$ cat config.mk
export PLATFORM = sky130hd
export DESIGN_NAME = fpes_top
export DESIGN_NICKNAME = d
export VERILOG_FILES = /design/src/verilog/fpes_pkg.sv /design/src/verilog/fpes_top.sv /design/src/verilog/fpes_protect.sv
export SDC_FILE = /design/constraint.sdc
export NUM_CORES = 1
export LEC_CHECK = 0
export BUFFER_PORTS_ARGS = -buffer_cell sky130_fd_sc_hd__buf_4
export CELL_PAD_IN_SITES_DETAIL_PLACEMENT = 0
export CELL_PAD_IN_SITES_GLOBAL_PLACEMENT = 2
export CORE_MARGIN = 2
export CORE_UTILIZATION = 24
export DETAILED_ROUTE_END_ITERATION = 16
export MAX_ROUTING_LAYER = met4
export PLACE_DENSITY_LB_ADDON = 0.1
export RECOVER_POWER = 25
export REMOVE_ABC_BUFFERS = 1
export SLEW_MARGIN = 10
export SYNTH_ARGS = -nofsm -noshare
export SYNTH_HDL_FRONTEND = slang
export SYNTH_SLANG_ARGS = --single-unit
$ cat constraint.sdc
create_clock -name sys_clk_i -period 2.06 [get_ports sys_clk_i]
set_clock_uncertainty 0.15 [all_clocks]
set_input_delay 0.412 -clock sys_clk_i [delete_from_list [all_inputs] [get_ports sys_clk_i]]
set_output_delay 0.412 -clock sys_clk_i [all_outputs]
set_load 0.05 [all_outputs]
$ cat src/verilog/fpes_pkg.sv
/*
 * Shared constants for the flash program/erase sequencer: register offsets,
 * control field positions, reset values and the array geometry.
 * Assumes a single 250 MHz clock and an AXI4-Lite register bus.
 */
package fpes_pkg;
    // Register byte offsets
    localparam logic [7:0] FPES_CTRL_OFS    = 8'h00;
    localparam logic [7:0] FPES_BPR_OFS     = 8'h04;
    localparam logic [7:0] FPES_LATCH_OFS   = 8'h08;
    localparam logic [7:0] FPES_STATUS_OFS  = 8'h0c;
    // Control bit positions
    localparam int         FPES_ERASE_BIT   = 1;
    localparam int         FPES_PROG_BIT    = 0;
    localparam int         FPES_MASS_BIT    = 2;
    localparam int         FPES_HV_BIT      = 3;
    // Reset values and protect register settings
    localparam logic [3:0] FPES_CTRL_RST    = 4'h0;
    localparam logic [7:0] FPES_BPR_RST     = 8'hff;
    localparam logic [7:0] FPES_BPR_OPEN    = 8'hff;
    localparam logic [7:0] FPES_BPR_ALL     = 8'h00;
    // Geometry and timing
    localparam int         FPES_PAGE_BYTES  = 64;
    localparam int         FPES_VEC_BYTES   = 48;
    localparam logic [15:0] FPES_VEC_BASE   = 16'hffd0;
    localparam logic [15:0] FPES_TOP_ADDR   = 16'hffff;
    localparam int         FPES_CLK_MHZ     = 250;
    localparam int         FPES_RCV_NS      = 1000;
    localparam int         FPES_RCV_CYC     = (FPES_RCV_NS * FPES_CLK_MHZ) / 1000;
endpackage : fpes_pkg

$ cat src/verilog/fpes_top.sv
/*
 * Flash program/erase sequencer: control bits, block protect register,
 * page address latch and read recovery timer, all over AXI4-Lite.
 * Assumes the flash macro consumes the control outputs and that the test
 * voltage detector on the interrupt pin arrives synchronous to sys_clk_i.
 */
// Operation
// - Erase and program selects never both one
// - Erase select bit readable, writable, chooses erase
// - Pages are 64 aligned bytes, singly erasable
// - 48-byte vector area is one page
// - Any flash write latches target page (code: only while a select is set and voltage is off)
// - Array readable after recovery time
// - Protected range blocks high voltage enable
// - All zeros protect all, ones none
// - Non-open protect register locks itself (code: any write with the test voltage present is taken)
// - Mass erase disabled when any protected
// - Protect register changes need test voltage
module fpes_top
    import fpes_pkg::*;
#(
    parameter int RCV_CYC = FPES_RCV_CYC
) (
    input  wire logic        sys_clk_i,
    input  wire logic        rst_i,
    input  wire logic [7:0]  s_axi_awaddr_i,
    input  wire logic        s_axi_awvalid_i,
    output logic             s_axi_awready_o,
    input  wire logic [31:0] s_axi_wdata_i,
    input  wire logic [3:0]  s_axi_wstrb_i,
    input  wire logic        s_axi_wvalid_i,
    output logic             s_axi_wready_o,
    output logic [1:0]       s_axi_bresp_o,
    output logic             s_axi_bvalid_o,
    input  wire logic        s_axi_bready_i,
    input  wire logic [7:0]  s_axi_araddr_i,
    input  wire logic        s_axi_arvalid_i,
    output logic             s_axi_arready_o,
    output logic [31:0]      s_axi_rdata_o,
    output logic [1:0]       s_axi_rresp_o,
    output logic             s_axi_rvalid_o,
    input  wire logic        s_axi_rready_i,
    input  wire logic        flash_wr_i,
    input  wire logic [15:0] flash_addr_i,
    input  wire logic        test_high_voltage_i,
    output logic             erase_sel_o,
    output logic             program_select_o,
    output logic             mass_sel_o,
    output logic             high_voltage_enable_o,
    output logic [15:0]      page_base_o,
    output logic [5:0]       page_len_m1_o,
    output logic             read_ready_o
);
    // Recovery counter is 12 bits wide; refuse what it cannot hold
    if (RCV_CYC < 1 || RCV_CYC > 4095) begin : g_bad_rcv
        $error("RCV_CYC out of range");
    end

    typedef enum logic [2:0] {
        FPES_ST_IDLE = 3'b001,
        FPES_ST_HV   = 3'b010,
        FPES_ST_RCV  = 3'b100
    } fpes_state_e;

    fpes_state_e  st_q, st_d;
    logic         erase_q, prog_q, mass_q, hv_q;
    logic [7:0]   bpr_q;
    logic [15:0]  page_q;
    logic [5:0]   len_q;
    logic         latched_q;
    logic [11:0]  rcv_q;
    logic         aw_q, w_q, bvalid_q, arrdy_q, rvalid_q;
    logic [7:0]   awaddr_q, araddr_q;
    logic [31:0]  wdata_q, rdata_q;
    logic [1:0]   bresp_q, rresp_q;

    // Decode helper used by both read and write paths
    function automatic logic fpes_hit(input logic [7:0] a, input logic [7:0] ofs);
        fpes_hit = (a[7:2] == ofs[7:2]);
    endfunction : fpes_hit

    // Write path: capture address and data in either order
    logic       wdata_q_strb0;
    logic [3:0] wstrb_q;
    logic wr_go, wr_ctrl, wr_bpr, wr_map;
    assign wdata_q_strb0 = wstrb_q[0];
    assign wr_go   = aw_q && w_q && !bvalid_q;
    assign wr_ctrl = wr_go && fpes_hit(awaddr_q, FPES_CTRL_OFS) && wdata_q_strb0;
    assign wr_bpr  = wr_go && fpes_hit(awaddr_q, FPES_BPR_OFS) && wdata_q_strb0;
    assign wr_map  = fpes_hit(awaddr_q, FPES_CTRL_OFS) || fpes_hit(awaddr_q, FPES_BPR_OFS)
                   || fpes_hit(awaddr_q, FPES_LATCH_OFS) || fpes_hit(awaddr_q, FPES_STATUS_OFS);

    // Protection of the latched page against the protect register range
    logic page_prot;
    fpes_protect u_prot (
        .bpr_i  (bpr_q),
        .addr_i (page_q),
        .prot_o (page_prot)
    );

    // Requested control bits after the select interlock
    logic req_erase, req_prog, req_mass, req_hv, hv_ok, erase_n, prog_n;
    assign req_erase = wdata_q[FPES_ERASE_BIT];
    assign req_prog  = wdata_q[FPES_PROG_BIT];
    assign req_mass  = wdata_q[FPES_MASS_BIT];
    assign req_hv    = wdata_q[FPES_HV_BIT];
    // A set of one select is refused while the other is set or set alongside
    assign erase_n   = req_erase && !req_prog && !prog_q;
    assign prog_n    = req_prog && !req_erase && !erase_q;
    // Voltage only on an unprotected page; mass needs an open register
    assign hv_ok     = latched_q && (erase_n || prog_n) && !page_prot
                     && !(req_mass && bpr_q != FPES_BPR_OPEN);

    // Page latch: 64-byte page, or the 48-byte vector area as one page
    logic        vec_hit;
    logic [15:0] pbase;
    assign vec_hit = flash_addr_i >= FPES_VEC_BASE;
    assign pbase   = vec_hit ? FPES_VEC_BASE : {flash_addr_i[15:6], 6'h00};

    // Protect register writes need only the test voltage, whatever the register holds
    logic bpr_wr_ok;
    assign bpr_wr_ok = wr_bpr && test_high_voltage_i;

    // Bus handshake registers
    always_ff @(posedge sys_clk_i) begin
        if (rst_i) begin
            aw_q     <= 1'b0;
            w_q      <= 1'b0;
            bvalid_q <= 1'b0;
            bresp_q  <= 2'b00;
            awaddr_q <= 8'h00;
            wdata_q  <= 32'h0000_0000;
            wstrb_q  <= 4'h0;
        end else begin
            if (s_axi_awvalid_i && !aw_q) begin
                aw_q     <= 1'b1;
                awaddr_q <= s_axi_awaddr_i;
            end
            if (s_axi_wvalid_i && !w_q) begin
                w_q     <= 1'b1;
                wdata_q <= s_axi_wdata_i;
                wstrb_q <= s_axi_wstrb_i;
            end
            if (wr_go) begin
                bvalid_q <= 1'b1;
                bresp_q  <= wr_map ? 2'b00 : 2'b10;
            end
            if (bvalid_q && s_axi_bready_i) begin
                bvalid_q <= 1'b0;
                aw_q     <= 1'b0;
                w_q      <= 1'b0;
            end
        end
    end

    // Control bits; reset drops every high-voltage operation
    always_ff @(posedge sys_clk_i) begin
        if (rst_i) begin
            {hv_q, mass_q, erase_q, prog_q} <= FPES_CTRL_RST;
        end else if (wr_ctrl) begin
            erase_q <= erase_n;
            prog_q  <= prog_n;
            mass_q  <= req_mass && (bpr_q == FPES_BPR_OPEN);
            hv_q    <= req_hv && (hv_q || hv_ok);
        end
    end

    // Protect register and page latch
    always_ff @(posedge sys_clk_i) begin
        if (rst_i) begin
            bpr_q     <= FPES_BPR_RST;
            page_q    <= 16'h0000;
            len_q     <= 6'h00;
            latched_q <= 1'b0;
        end else begin
            if (bpr_wr_ok) begin
                bpr_q <= wdata_q[7:0];
            end
            if (flash_wr_i && (erase_q || prog_q) && !hv_q) begin
                page_q    <= pbase;
                len_q     <= vec_hit ? 6'(FPES_VEC_BYTES - 1) : 6'(FPES_PAGE_BYTES - 1);
                latched_q <= 1'b1;
            end else if (!erase_q && !prog_q && !hv_q) begin
                latched_q <= 1'b0;
            end
        end
    end

    // Sequencer: track voltage and the read recovery after it drops
    always_comb begin
        st_d = st_q;
        case (st_q)
            FPES_ST_IDLE: if (hv_q) st_d = FPES_ST_HV;
            FPES_ST_HV:   if (!hv_q) st_d = FPES_ST_RCV;
            FPES_ST_RCV:  if (hv_q) st_d = FPES_ST_HV;
                          else if (rcv_q == 12'h000) st_d = FPES_ST_IDLE;
            default:      st_d = FPES_ST_IDLE;
        endcase
    end

    always_ff @(posedge sys_clk_i) begin
        if (rst_i) begin
            st_q  <= FPES_ST_IDLE;
            rcv_q <= 12'h000;
        end else begin
            st_q  <= st_d;
            rcv_q <= (st_q == FPES_ST_HV) ? 12'(RCV_CYC - 1) :
                     (rcv_q != 12'h000) ? rcv_q - 12'h001 : 12'h000;
        end
    end

    // Read path: one read at a time, decoded status
    logic [31:0] rd_w;
    logic        rd_map;
    assign rd_map = fpes_hit(araddr_q, FPES_CTRL_OFS) || fpes_hit(araddr_q, FPES_BPR_OFS)
                  || fpes_hit(araddr_q, FPES_LATCH_OFS) || fpes_hit(araddr_q, FPES_STATUS_OFS);
    assign rd_w = fpes_hit(araddr_q, FPES_CTRL_OFS)   ? {28'h0, hv_q, mass_q, erase_q, prog_q} :
                  fpes_hit(araddr_q, FPES_BPR_OFS)    ? {24'h0, bpr_q} :
                  fpes_hit(araddr_q, FPES_LATCH_OFS)  ? {10'h0, len_q, page_q} :
                  fpes_hit(araddr_q, FPES_STATUS_OFS) ? {29'h0, latched_q, page_prot,
                                                         st_q == FPES_ST_IDLE} :
                  32'h0000_0000;

    logic ar_have_q;
    always_ff @(posedge sys_clk_i) begin
        if (rst_i) begin
            ar_have_q <= 1'b0;
            araddr_q  <= 8'h00;
            rvalid_q  <= 1'b0;
            rdata_q   <= 32'h0000_0000;
            rresp_q   <= 2'b00;
        end else begin
            if (s_axi_arvalid_i && !ar_have_q && !rvalid_q) begin
                ar_have_q <= 1'b1;
                araddr_q  <= s_axi_araddr_i;
            end
            if (ar_have_q && !rvalid_q) begin
                rvalid_q  <= 1'b1;
                rdata_q   <= rd_w;
                rresp_q   <= rd_map ? 2'b00 : 2'b10;
                ar_have_q <= 1'b0;
            end
            if (rvalid_q && s_axi_rready_i) begin
                rvalid_q <= 1'b0;
            end
        end
    end

    assign s_axi_awready_o       = !aw_q;
    assign s_axi_wready_o        = !w_q;
    assign s_axi_bvalid_o        = bvalid_q;
    assign s_axi_bresp_o         = bresp_q;
    assign s_axi_arready_o       = !ar_have_q && !rvalid_q;
    assign s_axi_rvalid_o        = rvalid_q;
    assign s_axi_rdata_o         = rdata_q;
    assign s_axi_rresp_o         = rresp_q;
    assign erase_sel_o           = erase_q;
    assign program_select_o      = prog_q;
    assign mass_sel_o            = mass_q;
    assign high_voltage_enable_o = hv_q;
    assign page_base_o           = page_q;
    assign page_len_m1_o         = len_q;
    // One-hot idle bit is a flop itself, so the output needs no decode
    assign read_ready_o          = st_q[0];

    // Checks; reset one is written forward so the first edge sees no stale past
    a_sel_excl: assert property (@(posedge sys_clk_i) disable iff (rst_i)
        !(erase_q && prog_q)) else $error("both selects set");
    a_hv_prot: assert property (@(posedge sys_clk_i) disable iff (rst_i)
        $rose(hv_q) |-> !page_prot) else $error("voltage on protected page");
    a_mass_lock: assert property (@(posedge sys_clk_i) disable iff (rst_i)
        mass_q |-> bpr_q == FPES_BPR_OPEN) else $error("mass with protection");
    a_bpr_tst: assert property (@(posedge sys_clk_i) disable iff (rst_i)
        $changed(bpr_q) |-> $past(test_high_voltage_i)) else $error("protect w/o voltage");
    a_reset_clr: assert property (@(posedge sys_clk_i)
        rst_i |=> !hv_q && !erase_q && !prog_q) else $error("ctrl after reset");
    a_rcv_wait: assert property (@(posedge sys_clk_i) disable iff (rst_i)
        $fell(hv_q) |-> !read_ready_o) else $error("ready too early");
    a_hv_latch: assert property (@(posedge sys_clk_i) disable iff (rst_i)
        $rose(hv_q) |-> $past(latched_q)) else $error("voltage without latch");
    a_page_align: assert property (@(posedge sys_clk_i) disable iff (rst_i)
        latched_q && page_q != FPES_VEC_BASE |-> page_q[5:0] == 6'h00)
        else $error("page misaligned");
    c_erase: cover property (@(posedge sys_clk_i) erase_q && hv_q);
    c_prog: cover property (@(posedge sys_clk_i) prog_q && hv_q);
    c_rcv: cover property (@(posedge sys_clk_i) $rose(read_ready_o));
endmodule : fpes_top

$ cat src/verilog/fpes_protect.sv
/*
 * Protection checker: decides whether a flash address lies in the protected
 * range set by the block protect register. Purely combinational.
 * Assumes the protected range runs from 0x8000 + bpr * 64 up to the top address.
 */
module fpes_protect
    import fpes_pkg::*;
(
    input  wire logic [7:0]  bpr_i,
    input  wire logic [15:0] addr_i,
    output logic             prot_o
);
    logic [15:0] start_w;

    // Start address: bpr selects a 64-byte boundary in the upper half;
    // built by concatenation, since a shift would drop the fixed top bit
    assign start_w = {2'b10, bpr_i, 6'h00};
    // All ones leaves everything open, all zeros protects all
    assign prot_o  = (bpr_i == FPES_BPR_ALL) ? 1'b1 :
                     (bpr_i == FPES_BPR_OPEN) ? 1'b0 :
                     (addr_i >= start_w);
endmodule : fpes_protect

* Yosys cells after proc, flatten, opt, wreduce, memory -nomap -nowiden
Cells that the tools add are included.
** Storage, ports and cells
- Register bits after elaboration :: 116
- Input port bits :: 77
- Output and inout bits :: 68
- Logic and storage cells :: 121
** Operators by class
- Add/subtract/negate cells :: 1
- Order comparisons :: 2
- Eq/ne operators :: 14
- Mux-type cells :: 19
- Bitwise gates (word level) :: 1
- Reductions and logical operators :: 61
** Operators by type and width (number)
- 22-bit 2-to-1 mux :: 3
- 1-bit logical AND :: 29
- 6-bit by 2-bit equality test with 1-bit output (second input constant) :: 4
- 16-bit greater-or-equal comparator :: 1
- 16-bit greater-or-equal comparator (second input constant) :: 1
- 16-bit 2-to-1 mux :: 1
- 8-bit 2-to-1 mux :: 2
- 3-bit 2-to-1 mux :: 5
- 6-bit by 1-bit equality test with 1-bit output (second input constant) :: 2
- 1-bit zero test :: 12
- 12-bit zero test :: 1
- 6-bit zero test :: 2
- 12-bit nonzero test :: 1
- 12-bit by 1-bit subtractor with 12-bit output (second input constant) :: 1
- 1-bit logical OR :: 9
- 3-bit case mux with 3 select lines :: 1
- 8-bit equality test (second input constant) :: 1
- 8-bit zero test :: 1
- 8-bit inequality test (second input constant) :: 1
- 2-bit OR reduction :: 3
- 5-bit 2-to-1 mux :: 1
- 1-bit 2-to-1 mux :: 4
- 2-bit 2-to-1 mux :: 2
- 2-bit inequality test (second input constant) :: 2
- 8 further kinds :: 8

* Longest topological paths before layout
Gate-level depths: netlist of the first run.
- Depth after elaboration :: 9
- Depth in mapped cells :: 8
- Depth with buffers taken out :: 8

* Modules after synthesis
From an unflattened synthesis of the first run, not the netlist that was laid out.
** Unflattened totals
- Cells, all modules :: 431
- Area total of the unflattened synthesis :: 3804.9 µm²
** By module, submodules not included
- fpes_top :: times used 1, cells an instance 393, area an instance 3545.9 µm²
- fpes_protect :: times used 1, cells an instance 38, area an instance 259.0 µm²

* Worst setup path after synthesis of the first run
Ideal clock, no wire load.
- Path kind :: reg2reg
- From :: reg rvalid_q (netlist: s_axi_rvalid_o)
- To :: reg araddr_q[2]
- Arrival :: 1.889 ns
- Required time :: 1.840 ns
- Path slack :: -0.049 ns
- Cell stages (with the launch flop) :: 6
- Path buffers :: 1
- Cell sequence :: dfxtp_1 > nor2_1 > and2_1 > clkbuf_1 > nand2_1 > a21oi_1
** On the way
- Word-level cells in the longest chain between the ends :: 2
** Ends and longest elaborated chain
- start, declared :: line fpes_top.sv:72 : logic aw_q, w_q, bvalid_q, arrdy_q, rvalid_q;
- start signal, assigned :: line fpes_top.sv:229 : rvalid_q <= 1'b0;
- start signal, assigned :: line fpes_top.sv:238 : rvalid_q <= 1'b1;
- start signal, assigned :: line fpes_top.sv:244 : rvalid_q <= 1'b0;
- 1-bit zero test :: line fpes_top.sv:233 : if (s_axi_arvalid_i && !ar_have_q && !rvalid_q) begin
- 1-bit logical AND :: line fpes_top.sv:233
- end signal, assigned :: line fpes_top.sv:235 : araddr_q <= s_axi_araddr_i;
- end, declared :: line fpes_top.sv:73 : logic [7:0] awaddr_q, araddr_q;
No other way between the ends.
A chain may end at the register's enable or synchronous reset.

* Worst setup path after layout of the first run
- From :: reg rcv_q[9]
- To :: reg rcv_q[8]
** On the way
- Word-level cells in the longest chain between the ends :: 3
** Ends and longest elaborated chain
- start, declared :: line fpes_top.sv:71 : logic [11:0] rcv_q;
- start signal, assigned :: line fpes_top.sv:207 : rcv_q <= (st_q == FPES_ST_HV) ? 12'(RCV_CYC - 1) :
- 12-bit nonzero test :: line fpes_top.sv:208 : (rcv_q != 12'h000) ? rcv_q - 12'h001 : 12'h000;
- 1-bit NOT (no source line)
- 3-bit OR reduction (no source line)
No other way between the ends.

==> flow_summary.json, run 1 <==
{
  "vias": 3230,
  "synth_area_um2": 3750,
  "min_path_type": "input pin to flip-flop",
  "cts_num_sinks": 87,
  "cp_cell_sequence": "or4_4 > or4_4 > nand2b_4 > o21bai_4 > nor2_1",
  "drive_above_1_share_pct": 26.4,
  "fin_util_pct": 33.1,
  "wl_per_cell_um": 13.7,
  "p_switching_uw": 1260,
  "critPathLaunchType": "flip-flop",
  "rsz0062_at_grt": "false",
  "synth_area_leaders": "dfxtp_1, nand2_1, buf_4",
  "syn_inst": 432,
  "worst_pin_slew_ps": 887,
  "cp_slowest_cell": "or4_4",
  "synth_warnings": 0,
  "setup_ws_ps": 73.3,
  "die_w_um": 129,
  "synth.avg_cell_area_um2": 8.68,
  "port_buffers": 92,
  "slew_headroom_pct": 40.9,
  "fmax_ghz": 0.503,
  "synth_cell_type_count": 50,
  "antenna_found_initial": 0,
  "clockBufferDepth": 2,
  "clk_latency_ps": 340,
  "hold_viol_final": 0,
  "worst_setup_path_end_kind": "flip-flop",
  "grt_usage_pct": 13.2,
  "critical_path_required_ps": 2140,
  "crit_cells": 5,
  "grt_pass1_wl_um": 16100,
  "period_minus_slack_ps": 1990,
  "initial_core_util_pct": 24.6,
  "setup_viol": 0,
  "ir_worst_vdd_uv": 366,
  "power_uw": 4490,
  "cp_common_cell": "or4_4",
  "cts_tree": "yes",
  "p_sw_share_pct": 28.1,
  "ys_ff_latch": 87,
  "p_int_uw": 3220,
  "post-synth-top-count-cell": "dfxtp_1",
  "die_y_um": 129,
  "drtPass1Iterations": 4,
  "drt_iter0_drc": 146,
  "p_clk_share_pct": 38.0,
  "synthArstFlopShare_pct": 0,
  "drc": 0,
  "htreeDepth": 3,
  "crit_buf_inv": 0,
  "grt_max_degree": 42,
  "grt_overflow": 0,
  "synthTopCellsByCount": "dfxtp_1, nand2_1, nor2_1, a21oi_1, buf_4",
  "post-place-ws_ps": 34.5,
  "seq_power_share_pct": 42.1,
  "syn2layout_area_growth_pct": 34.9,
  "antenna_left": 0,
  "combPwrFrac_pct": 19.9,
  "status": "completed",
  "hold_slack_ps": 98.7,
  "grt_pass1_vias": 3063,
  "fillers": 1646,
  "dpl.hpwl_um": 7860,
  "worst_path_largest_cell_delay_ps": 540,
  "coreArea_um2": 15300,
  "ys_seq_area_share_pct": 46.5,
  "fp.dieArea_um2": 16600,
  "pin_count": 145,
  "critPathTopFamily": "simple AND/OR/NAND/NOR gates",
  "min_path_cells": 2,
  "numCtsBuffers": 9,
  "ctsHoldBuffers": 0,
  "path_class": "flip-flop to flip-flop",
  "viasPerCell": 4.27,
  "synth_edf_count": 0,
  "min_period_over_period_pct": 96.4,
  "ys.flop_type": "dfxtp_1",
  "cp_max_fo": 6,
  "routabilityCongestion": 0.712,
  "p_leak_uw": 0.00219,
  "maxCapViolCount": 0,
  "fin_nets": 626,
  "root_buffer": "clkbuf_16",
  "yosysTopAreaCell": "dfxtp_1",
  "diodes": 0,
  "synth.top_cell.area_share_pct": 46.5,
  "finalMaxSlewViolations": 0,
  "arrival_ps": 2060,
  "num_rows": 45,
  "power.density_nw_per_um2": 887,
  "routed_wl_um": 10400,
  "finalSetupTns_ps": 0,
  "clk_pin_slew_worst_paths_ps": 60,
  "r2r_cells": 5
}
-- stage by stage --
stage | instances | instance area, µm²
5_1_grt | 756 | 5060
2_1_floorplan | 406 | 3550
4_1_cts | 755 | 5060
3_3_place_gp | 739 | 4750
3_5_place_dp | 739 | 4750
6_report | 756 | 5060
-- worst paths after layout --
path,from,endpoint,slack (ps)
setup / recovery,rcv_q[9]$_SDFF_PP0_,rcv_q[8]$_SDFF_PP0_,70
hold / removal,s_axi_rready_i,s_axi_rvalid_o$_SDFFE_PP0P_,100
setup reg to reg,rcv_q[9]$_SDFF_PP0_,rcv_q[8]$_SDFF_PP0_,70
hold reg to reg,s_axi_rdata_o[7]$_SDFFE_PP0P_,s_axi_rdata_o[7]$_SDFFE_PP0P_,310
-- final cells by class --
type	instances	area (µm²)	area share (%)
Inverter	16	60.1	1.19
Timing Repair Buffer	123	913	18.1
Tap cell	211	264	5.22
Clock buffer	13	270	5.35
Clock inverter	3	40.0	0.792
Sequential cell	87	1750	34.5
Multi-Input combinational cell	303	1760	34.9
-- cells by family (layout without fill, tap and decap cells) --
family                     after synthesis  count (layout)  synth area share (%)
buffers and inverters                   58             155                  8.41
adders and majority gates                9               9                  3.00
DFF                                     87              87                  46.5
muxes                                    8               8                  2.14
and+or+nand+nor                        163             163                  20.6
AOI/OAI and AO/OA                       96              96                  17.0
other                                    1              17                 0.100
xor gates and xnor gates                10              10                  2.34
-- layer usage --
layer	track usage (%)	wire length, µm
met5	-	0
met3	4.24	448
met4	3.84	110
met1	17.0	5090
met2	19.9	4720
-- placed cells by master (no fill, tap or decap), drive strengths merged, types with 2 or more instances in the layout --
cell	n
buf	116
o21ai	18
o311ai	2
mux2i	8
a2111oi	2
clkinv	2
nand2b	4
or4	5
nor3b	4
nor2b	8
xnor2	7
dfxtp	87
nor2	39
conb	17
a22o	10
xor2	3
and2	3
nor3	8
or3	3
o2111ai	2
inv	16
clkbuf	20
nor4	4
a211o	8
a21oi	34
nand3	3
a31oi	2
ha	9
nand2	72
o21a	6
a22oi	3
o31ai	2
nand4	5
-- repair_timing --
action,4_1_cts,5_1_grt
setup buffers,0,1
endpoints found under the setup margin,0,5
resized for setup,0,7
-- power groups by stage --
stage / registers [µW] / clock network (µW) / logic, µW
2_1_floorplan: 1960 / 0 / 569
3_3_place_gp: 1920 / 0 / 896
3_5_place_dp: 1930 / 0 / 902
4_1_cts: 1890 / 1770 / 908
5_1_grt: 1910 / 1850 / 1000
6_report: 1890 / 1700 / 895
-- sequential cells by signal, summed over array words and instances (netlist names), 2 cells and up --
signal	count
s_axi_rdata_o	18
rcv_q	12
page_base_o	11
bpr_q	8
wdata_q	8
araddr_q	6
awaddr_q	6
st_q	3
page_len_m1_o	2
Power figures use the tool's default switching activity.
==> run 2, diff against run 1 <==
--- a/config.mk
+++ b/config.mk
@@ -6,8 +6,8 @@
 export NUM_CORES = 1
 export LEC_CHECK = 0
 export BUFFER_PORTS_ARGS = -buffer_cell sky130_fd_sc_hd__buf_4
-export CELL_PAD_IN_SITES_DETAIL_PLACEMENT = 0
-export CELL_PAD_IN_SITES_GLOBAL_PLACEMENT = 2
+export CELL_PAD_IN_SITES_DETAIL_PLACEMENT = 1
+export CELL_PAD_IN_SITES_GLOBAL_PLACEMENT = 1
 export CORE_MARGIN = 2
 export CORE_UTILIZATION = 24
 export DETAILED_ROUTE_END_ITERATION = 16
@@ -15,6 +15,7 @@
 export PLACE_DENSITY_LB_ADDON = 0.1
 export RECOVER_POWER = 25
 export REMOVE_ABC_BUFFERS = 1
+export SKIP_CTS_REPAIR_TIMING = 1
 export SLEW_MARGIN = 10
 export SYNTH_ARGS = -nofsm -noshare
 export SYNTH_HDL_FRONTEND = slang
==> run 2 against run 1 <==
  * Clock power shrank 5%
  * Sequential share of layout area is 0.17 points higher
  * Sequential power barely moved
  * Critical path depth is the same
  * Via count rose by 2.4%
  * Power down 2.4%
==> flow_summary.json, run 2 (synthesis results as in run 1) <==
{
  "wl_per_cell_um": 14.4,
  "path_class": "flip-flop to flip-flop",
  "cp_max_fo": 6,
  "critPathLaunchType": "flip-flop",
  "num_rows": 45,
  "fmax_ghz": 0.505,
  "maxCapViolCount": 0,
  "cts_tree": "yes",
  "cp_common_cell": "or4_4",
  "routabilityCongestion": 0.777,
  "setup_viol": 0,
  "die_w_um": 129,
  "coreArea_um2": 15300,
  "worst_setup_path_end_kind": "flip-flop",
  "htreeDepth": 3,
  "min_path_type": "input pin to flip-flop",
  "antenna_found_initial": 0,
  "clk_latency_ps": 340,
  "fp.dieArea_um2": 16600,
  "die_y_um": 129,
  "power.density_nw_per_um2": 872,
  "viasPerCell": 4.39,
  "fin_util_pct": 32.9,
  "drc": 0,
  "antenna_left": 0,
  "cp_cell_sequence": "or4_4 > or4_4 > nand2b_4 > o21bai_4 > nor2_1",
  "cp-startpoint": "rcv_q[9]$_SDFF_PP0_",
  "diodes": 0,
  "dpl.hpwl_um": 8350,
  "largest_reg_flops": 18,
  "p_leak_uw": 0.00216,
  "port_buffers": 92,
  "root_buffer": "clkbuf_16",
  "drt_iter0_drc": 138,
  "fin_nets": 626,
  "period_minus_slack_ps": 1980,
  "arrival_ps": 2060,
  "drive_above_1_share_pct": 25.4,
  "ir_worst_vdd_uv": 394,
  "grt_pass1_vias": 3383,
  "rr_startpoint": "rcv_q[9]$_SDFF_PP0_",
  "status": "completed",
  "grt_max_degree": 34,
  "initial_core_util_pct": 24.6,
  "hold_viol_final": 0,
  "routed_wl_um": 10900,
  "final_cell_mix": "buf_4, dfxtp_1, nand2_1",
  "syn2layout_area_growth_pct": 33.9,
  "pin_count": 145,
  "regArea_um2": 1740,
  "min_period_over_period_pct": 96.0,
  "worst_path_largest_cell_delay_ps": 550,
  "hold_path_startpoint": "s_axi_rready_i",
  "clockBufferDepth": 2,
  "grt_usage_pct": 14.0,
  "cts_num_sinks": 87,
  "drtPass1Iterations": 4,
  "multiInputGateArea_um2": 1780,
  "mostFrequentLayoutCell": "buf_4",
  "post-place-cells": 738,
  "fillers": 1782,
  "numCtsBuffers": 9,
  "finalMaxSlewViolations": 0,
  "cp_slowest_cell": "or4_4",
  "grt_overflow": 0,
  "grt_pass1_wl_um": 17500,
  "slew_headroom_pct": 53.0,
  "clk_pin_slew_worst_paths_ps": 60,
  "instances_no_fill": 754,
  "worst_pin_slew_ps": 706,
  "vias": 3307,
  "critical_path_required_ps": 2140
}
==> run 2: per-stage QoR <==
| step | total power, µW | setup slack [ps] | instance area [µm²] | hold slack, ps | TNS (ps) |
|---|---|---|---|---|---|
| after floorplan | 2530 | -409 | 3550 | 280 | -4850 |
| final | 4380 | 81.4 | 5020 | 97.6 | 0 |
| after CTS | 4440 | -9.42 | 5010 | 84.2 | -9.42 |
| after global routing | 4640 | -10.2 | 5020 | 97.2 | -36.6 |
| after global placement | 2790 | 48.8 | 4730 | 295 | 0 |
| after detailed placement | 2800 | 8.74 | 4730 | 304 | 0 |
==> run 2: path summary, 6_finish.rpt <==
kind / slack (ps) / endpoint / depth (start not counted)
max: 80 / rcv_q[10]$_SDFF_PP0_ / 5
min: 100 / s_axi_rvalid_o$_SDFFE_PP0P_ / 2
max reg2reg: 80 / rcv_q[10]$_SDFF_PP0_ / 5
min reg2reg: 310 / araddr_q[7]$_SDFFE_PP0P_ / 2
==> run 2: area by class of cell <==
type	count	share of cell area, %
Multi-Input combinational cell	303	35.5
Sequential cell	87	34.7
Timing Repair Buffer	123	17.8
Tap cell	211	5.26
Clock buffer	13	4.98
Inverter	16	1.20
Clock inverter	1	0.598
==> run 2: power breakdown <==
part,switching [µW],internal [µW]
sequential,93.4,1800
clock,646,961
combinational,509,367
total,1250,3130
==> run 2: routing by layer <==
layer	GRT usage (%)	vias to the layer above	routed length (µm)
li1	-	1662	-
met3	2.54	11	440
met5	-	-	0
met4	5.18	0	167
met1	18.3	1554	5360
met2	21.6	80	4890
==> run 2: critical path: cells and delay by family, from the launching register on <==
family          cells  cell delay, ps
simple gates        4            1240
flops               1             320
compound gates      1             150
==> run 3, diff against run 2 <==
==> constraint.sdc (replaced) <==
create_clock -name sys_clk_i -period 1.6 [get_ports sys_clk_i]
set_clock_uncertainty 0.15 [all_clocks]
set_input_delay 0.32 -clock sys_clk_i [delete_from_list [all_inputs] [get_ports sys_clk_i]]
set_output_delay 0.32 -clock sys_clk_i [all_outputs]
set_load 0.05 [all_outputs]
==> run 3 against run 2 <==
  * The run now ends with negative hold slack, negative setup slack left
  * Maximum frequency is 0.49% lower
  * Sequential power is 27% higher
  * Global-route usage is 0.86 points higher
  * Die area stayed put
  * Critical path type unchanged
  * Largest power group unchanged
==> flow_summary.json, run 3 (synthesis results as in run 1) <==
{
  "die_w_um": 129,
  "min_path_type": "input pin to flip-flop",
  "clockBufferDepth": 2,
  "status": "finished, violations left",
  "r2r_slack_ps": -390,
  "setup_viol": 44,
  "coreArea_um2": 15300,
  "grt_overflow": 0,
  "numCtsBuffers": 9,
  "fin_area_um2": 5690,
  "dpl_cell_area_um2": 5100,
  "mostFrequentLayoutCell": "buf_4",
  "r2r_end": "rcv_q[11]$_SDFF_PP0_",
  "drc": 0,
  "clk_latency_ps": 350,
  "maxCapViolCount": 0,
  "rr_startpoint": "rcv_q[9]$_SDFF_PP0_",
  "slew_headroom_pct": 48.7,
  "setup_ws_ps": -388,
  "diodes": 0,
  "fin_nets": 676,
  "critPathLaunchType": "flip-flop",
  "vias": 3544,
  "antenna_found_initial": 0,
  "rsz0062_at_grt": "true",
  "critical_path_required_ps": 1680,
  "routed_wl_um": 11800,
  "worst_setup_path_end_kind": "flip-flop",
  "antenna_left": 0,
  "finalSetupTns_ps": -9420,
  "fmax_ghz": 0.503,
  "r2r_cells": 5,
  "pin_count": 145,
  "grt_pass1_vias": 3587,
  "period_minus_slack_ps": 1990,
  "cp_max_fo": 6,
  "hold_path_startpoint": "s_axi_rready_i",
  "drt_iter0_drc": 113,
  "routabilityCongestion": 0.781,
  "drtPass1Iterations": 4,
  "path_class": "flip-flop to flip-flop",
  "cts_num_sinks": 87,
  "ir_worst_vdd_uv": 494,
  "largest_reg_flops": 18,
  "final_cell_mix": "buf_4, dfxtp_1, nand2_1",
  "grt_max_degree": 36,
  "hold_end": "s_axi_rvalid_o$_SDFFE_PP0P_",
  "power.density_nw_per_um2": 1070,
  "finalMaxSlewViolations": 0,
  "initial_core_util_pct": 24.6,
  "port_buffers": 92,
  "hold_slack_ps": -5.25,
  "grt_pass1_wl_um": 18500,
  "clk_pin_slew_worst_paths_ps": 60,
  "worst_pin_slew_ps": 769,
  "htreeDepth": 3,
  "viasPerCell": 4.40,
  "p_leak_uw": 0.00250,
  "syn2layout_area_growth_pct": 51.8,
  "cts_tree": "yes",
  "root_buffer": "clkbuf_16",
  "fp.dieArea_um2": 16600,
  "violations": "negative hold slack, negative setup slack",
  "grt_usage_pct": 14.9,
  "min_path_cells": 2,
  "drive_above_1_share_pct": 40.3,
  "hold_viol_final": 1,
  "wl_per_cell_um": 14.6,
  "die_y_um": 129,
  "num_rows": 45,
  "min_period_over_period_pct": 124,
  "arrival_ps": 2070,
  "dpl.hpwl_um": 8860
}
-- run 3: changes by cell type in the layout (fill, tap and decap cells not counted), moves of 9 or more --
cell	change
nor2_1	-11
dfxtp_1	-10
buf_4	+36
dfxtp_2	+10
o21ai_0	-9
o21ai_2	+9
-- run 3: critical path, stage by stage (launching register included) --
cell and delay, ps:
dfxtp_2 330, or4_4 530, or4_4 520, nand2b_4 110, o21bai_4 160, nor2_1 70
-- run 3: area by class of cell --
type	instances	area, µm²
fill	1756	9570
multi-input combinational	303	1970
sequential	87	1750
timing repair buffer	173	1350
tap	211	264
clock buffer	13	250
inverter	16	60.1
clock inverter	3	42.5
-- run 3: routing by layer --
layer	share of wire (%)	vias to the layer above	GRT usage, %	routed length [µm]
li1	-	1777	-	-
met1	48	1674	19.0	5620
met2	47	75	23.2	5490
met3	3.4	18	2.49	399
met4	2.1	0	6.39	246
met5	0	-	-	0
-- run 3: where the power goes --
part	total, µW	internal, µW	switching (µW)
clock network	2140	1250	885
logic	1530	740	789
registers	2420	2320	102
total	6090	4310	1780
-- run 3: per-stage QoR --
stage	instances	total power, µW	setup WS [ps]	util (%)	hold WS, ps
3_3_place_gp	781	3840	-355	33.4	292
3_5_place_dp	781	3880	-400	33.4	300
6_report	806	6090	-388	37.3	-5.25
4_1_cts	797	6060	-409	35.3	-15.6
5_1_grt	806	6440	-443	37.3	6.60
2_1_floorplan	406	3250	-846	-	239
-- run 3: worst max-delay path by stage --
stage	startpoint	to	slack, ps	cells after the start
floorplan	s_axi_rdata_o[19]$_SDFFE_PP0P_	s_axi_rdata_o[19]$_SDFFE_PP0P_	-850	1
global route	rcv_q[9]$_SDFF_PP0_	rcv_q[10]$_SDFF_PP0_	-440	5
CTS	rcv_q[9]$_SDFF_PP0_	rcv_q[9]$_SDFF_PP0_	-410	5
detailed placement	rcv_q[9]$_SDFF_PP0_	rcv_q[9]$_SDFF_PP0_	-400	5
global placement	rcv_q[9]$_SDFF_PP0_	rcv_q[8]$_SDFF_PP0_	-350	5
finish	rcv_q[9]$_SDFF_PP0_	rcv_q[11]$_SDFF_PP0_	-390	5
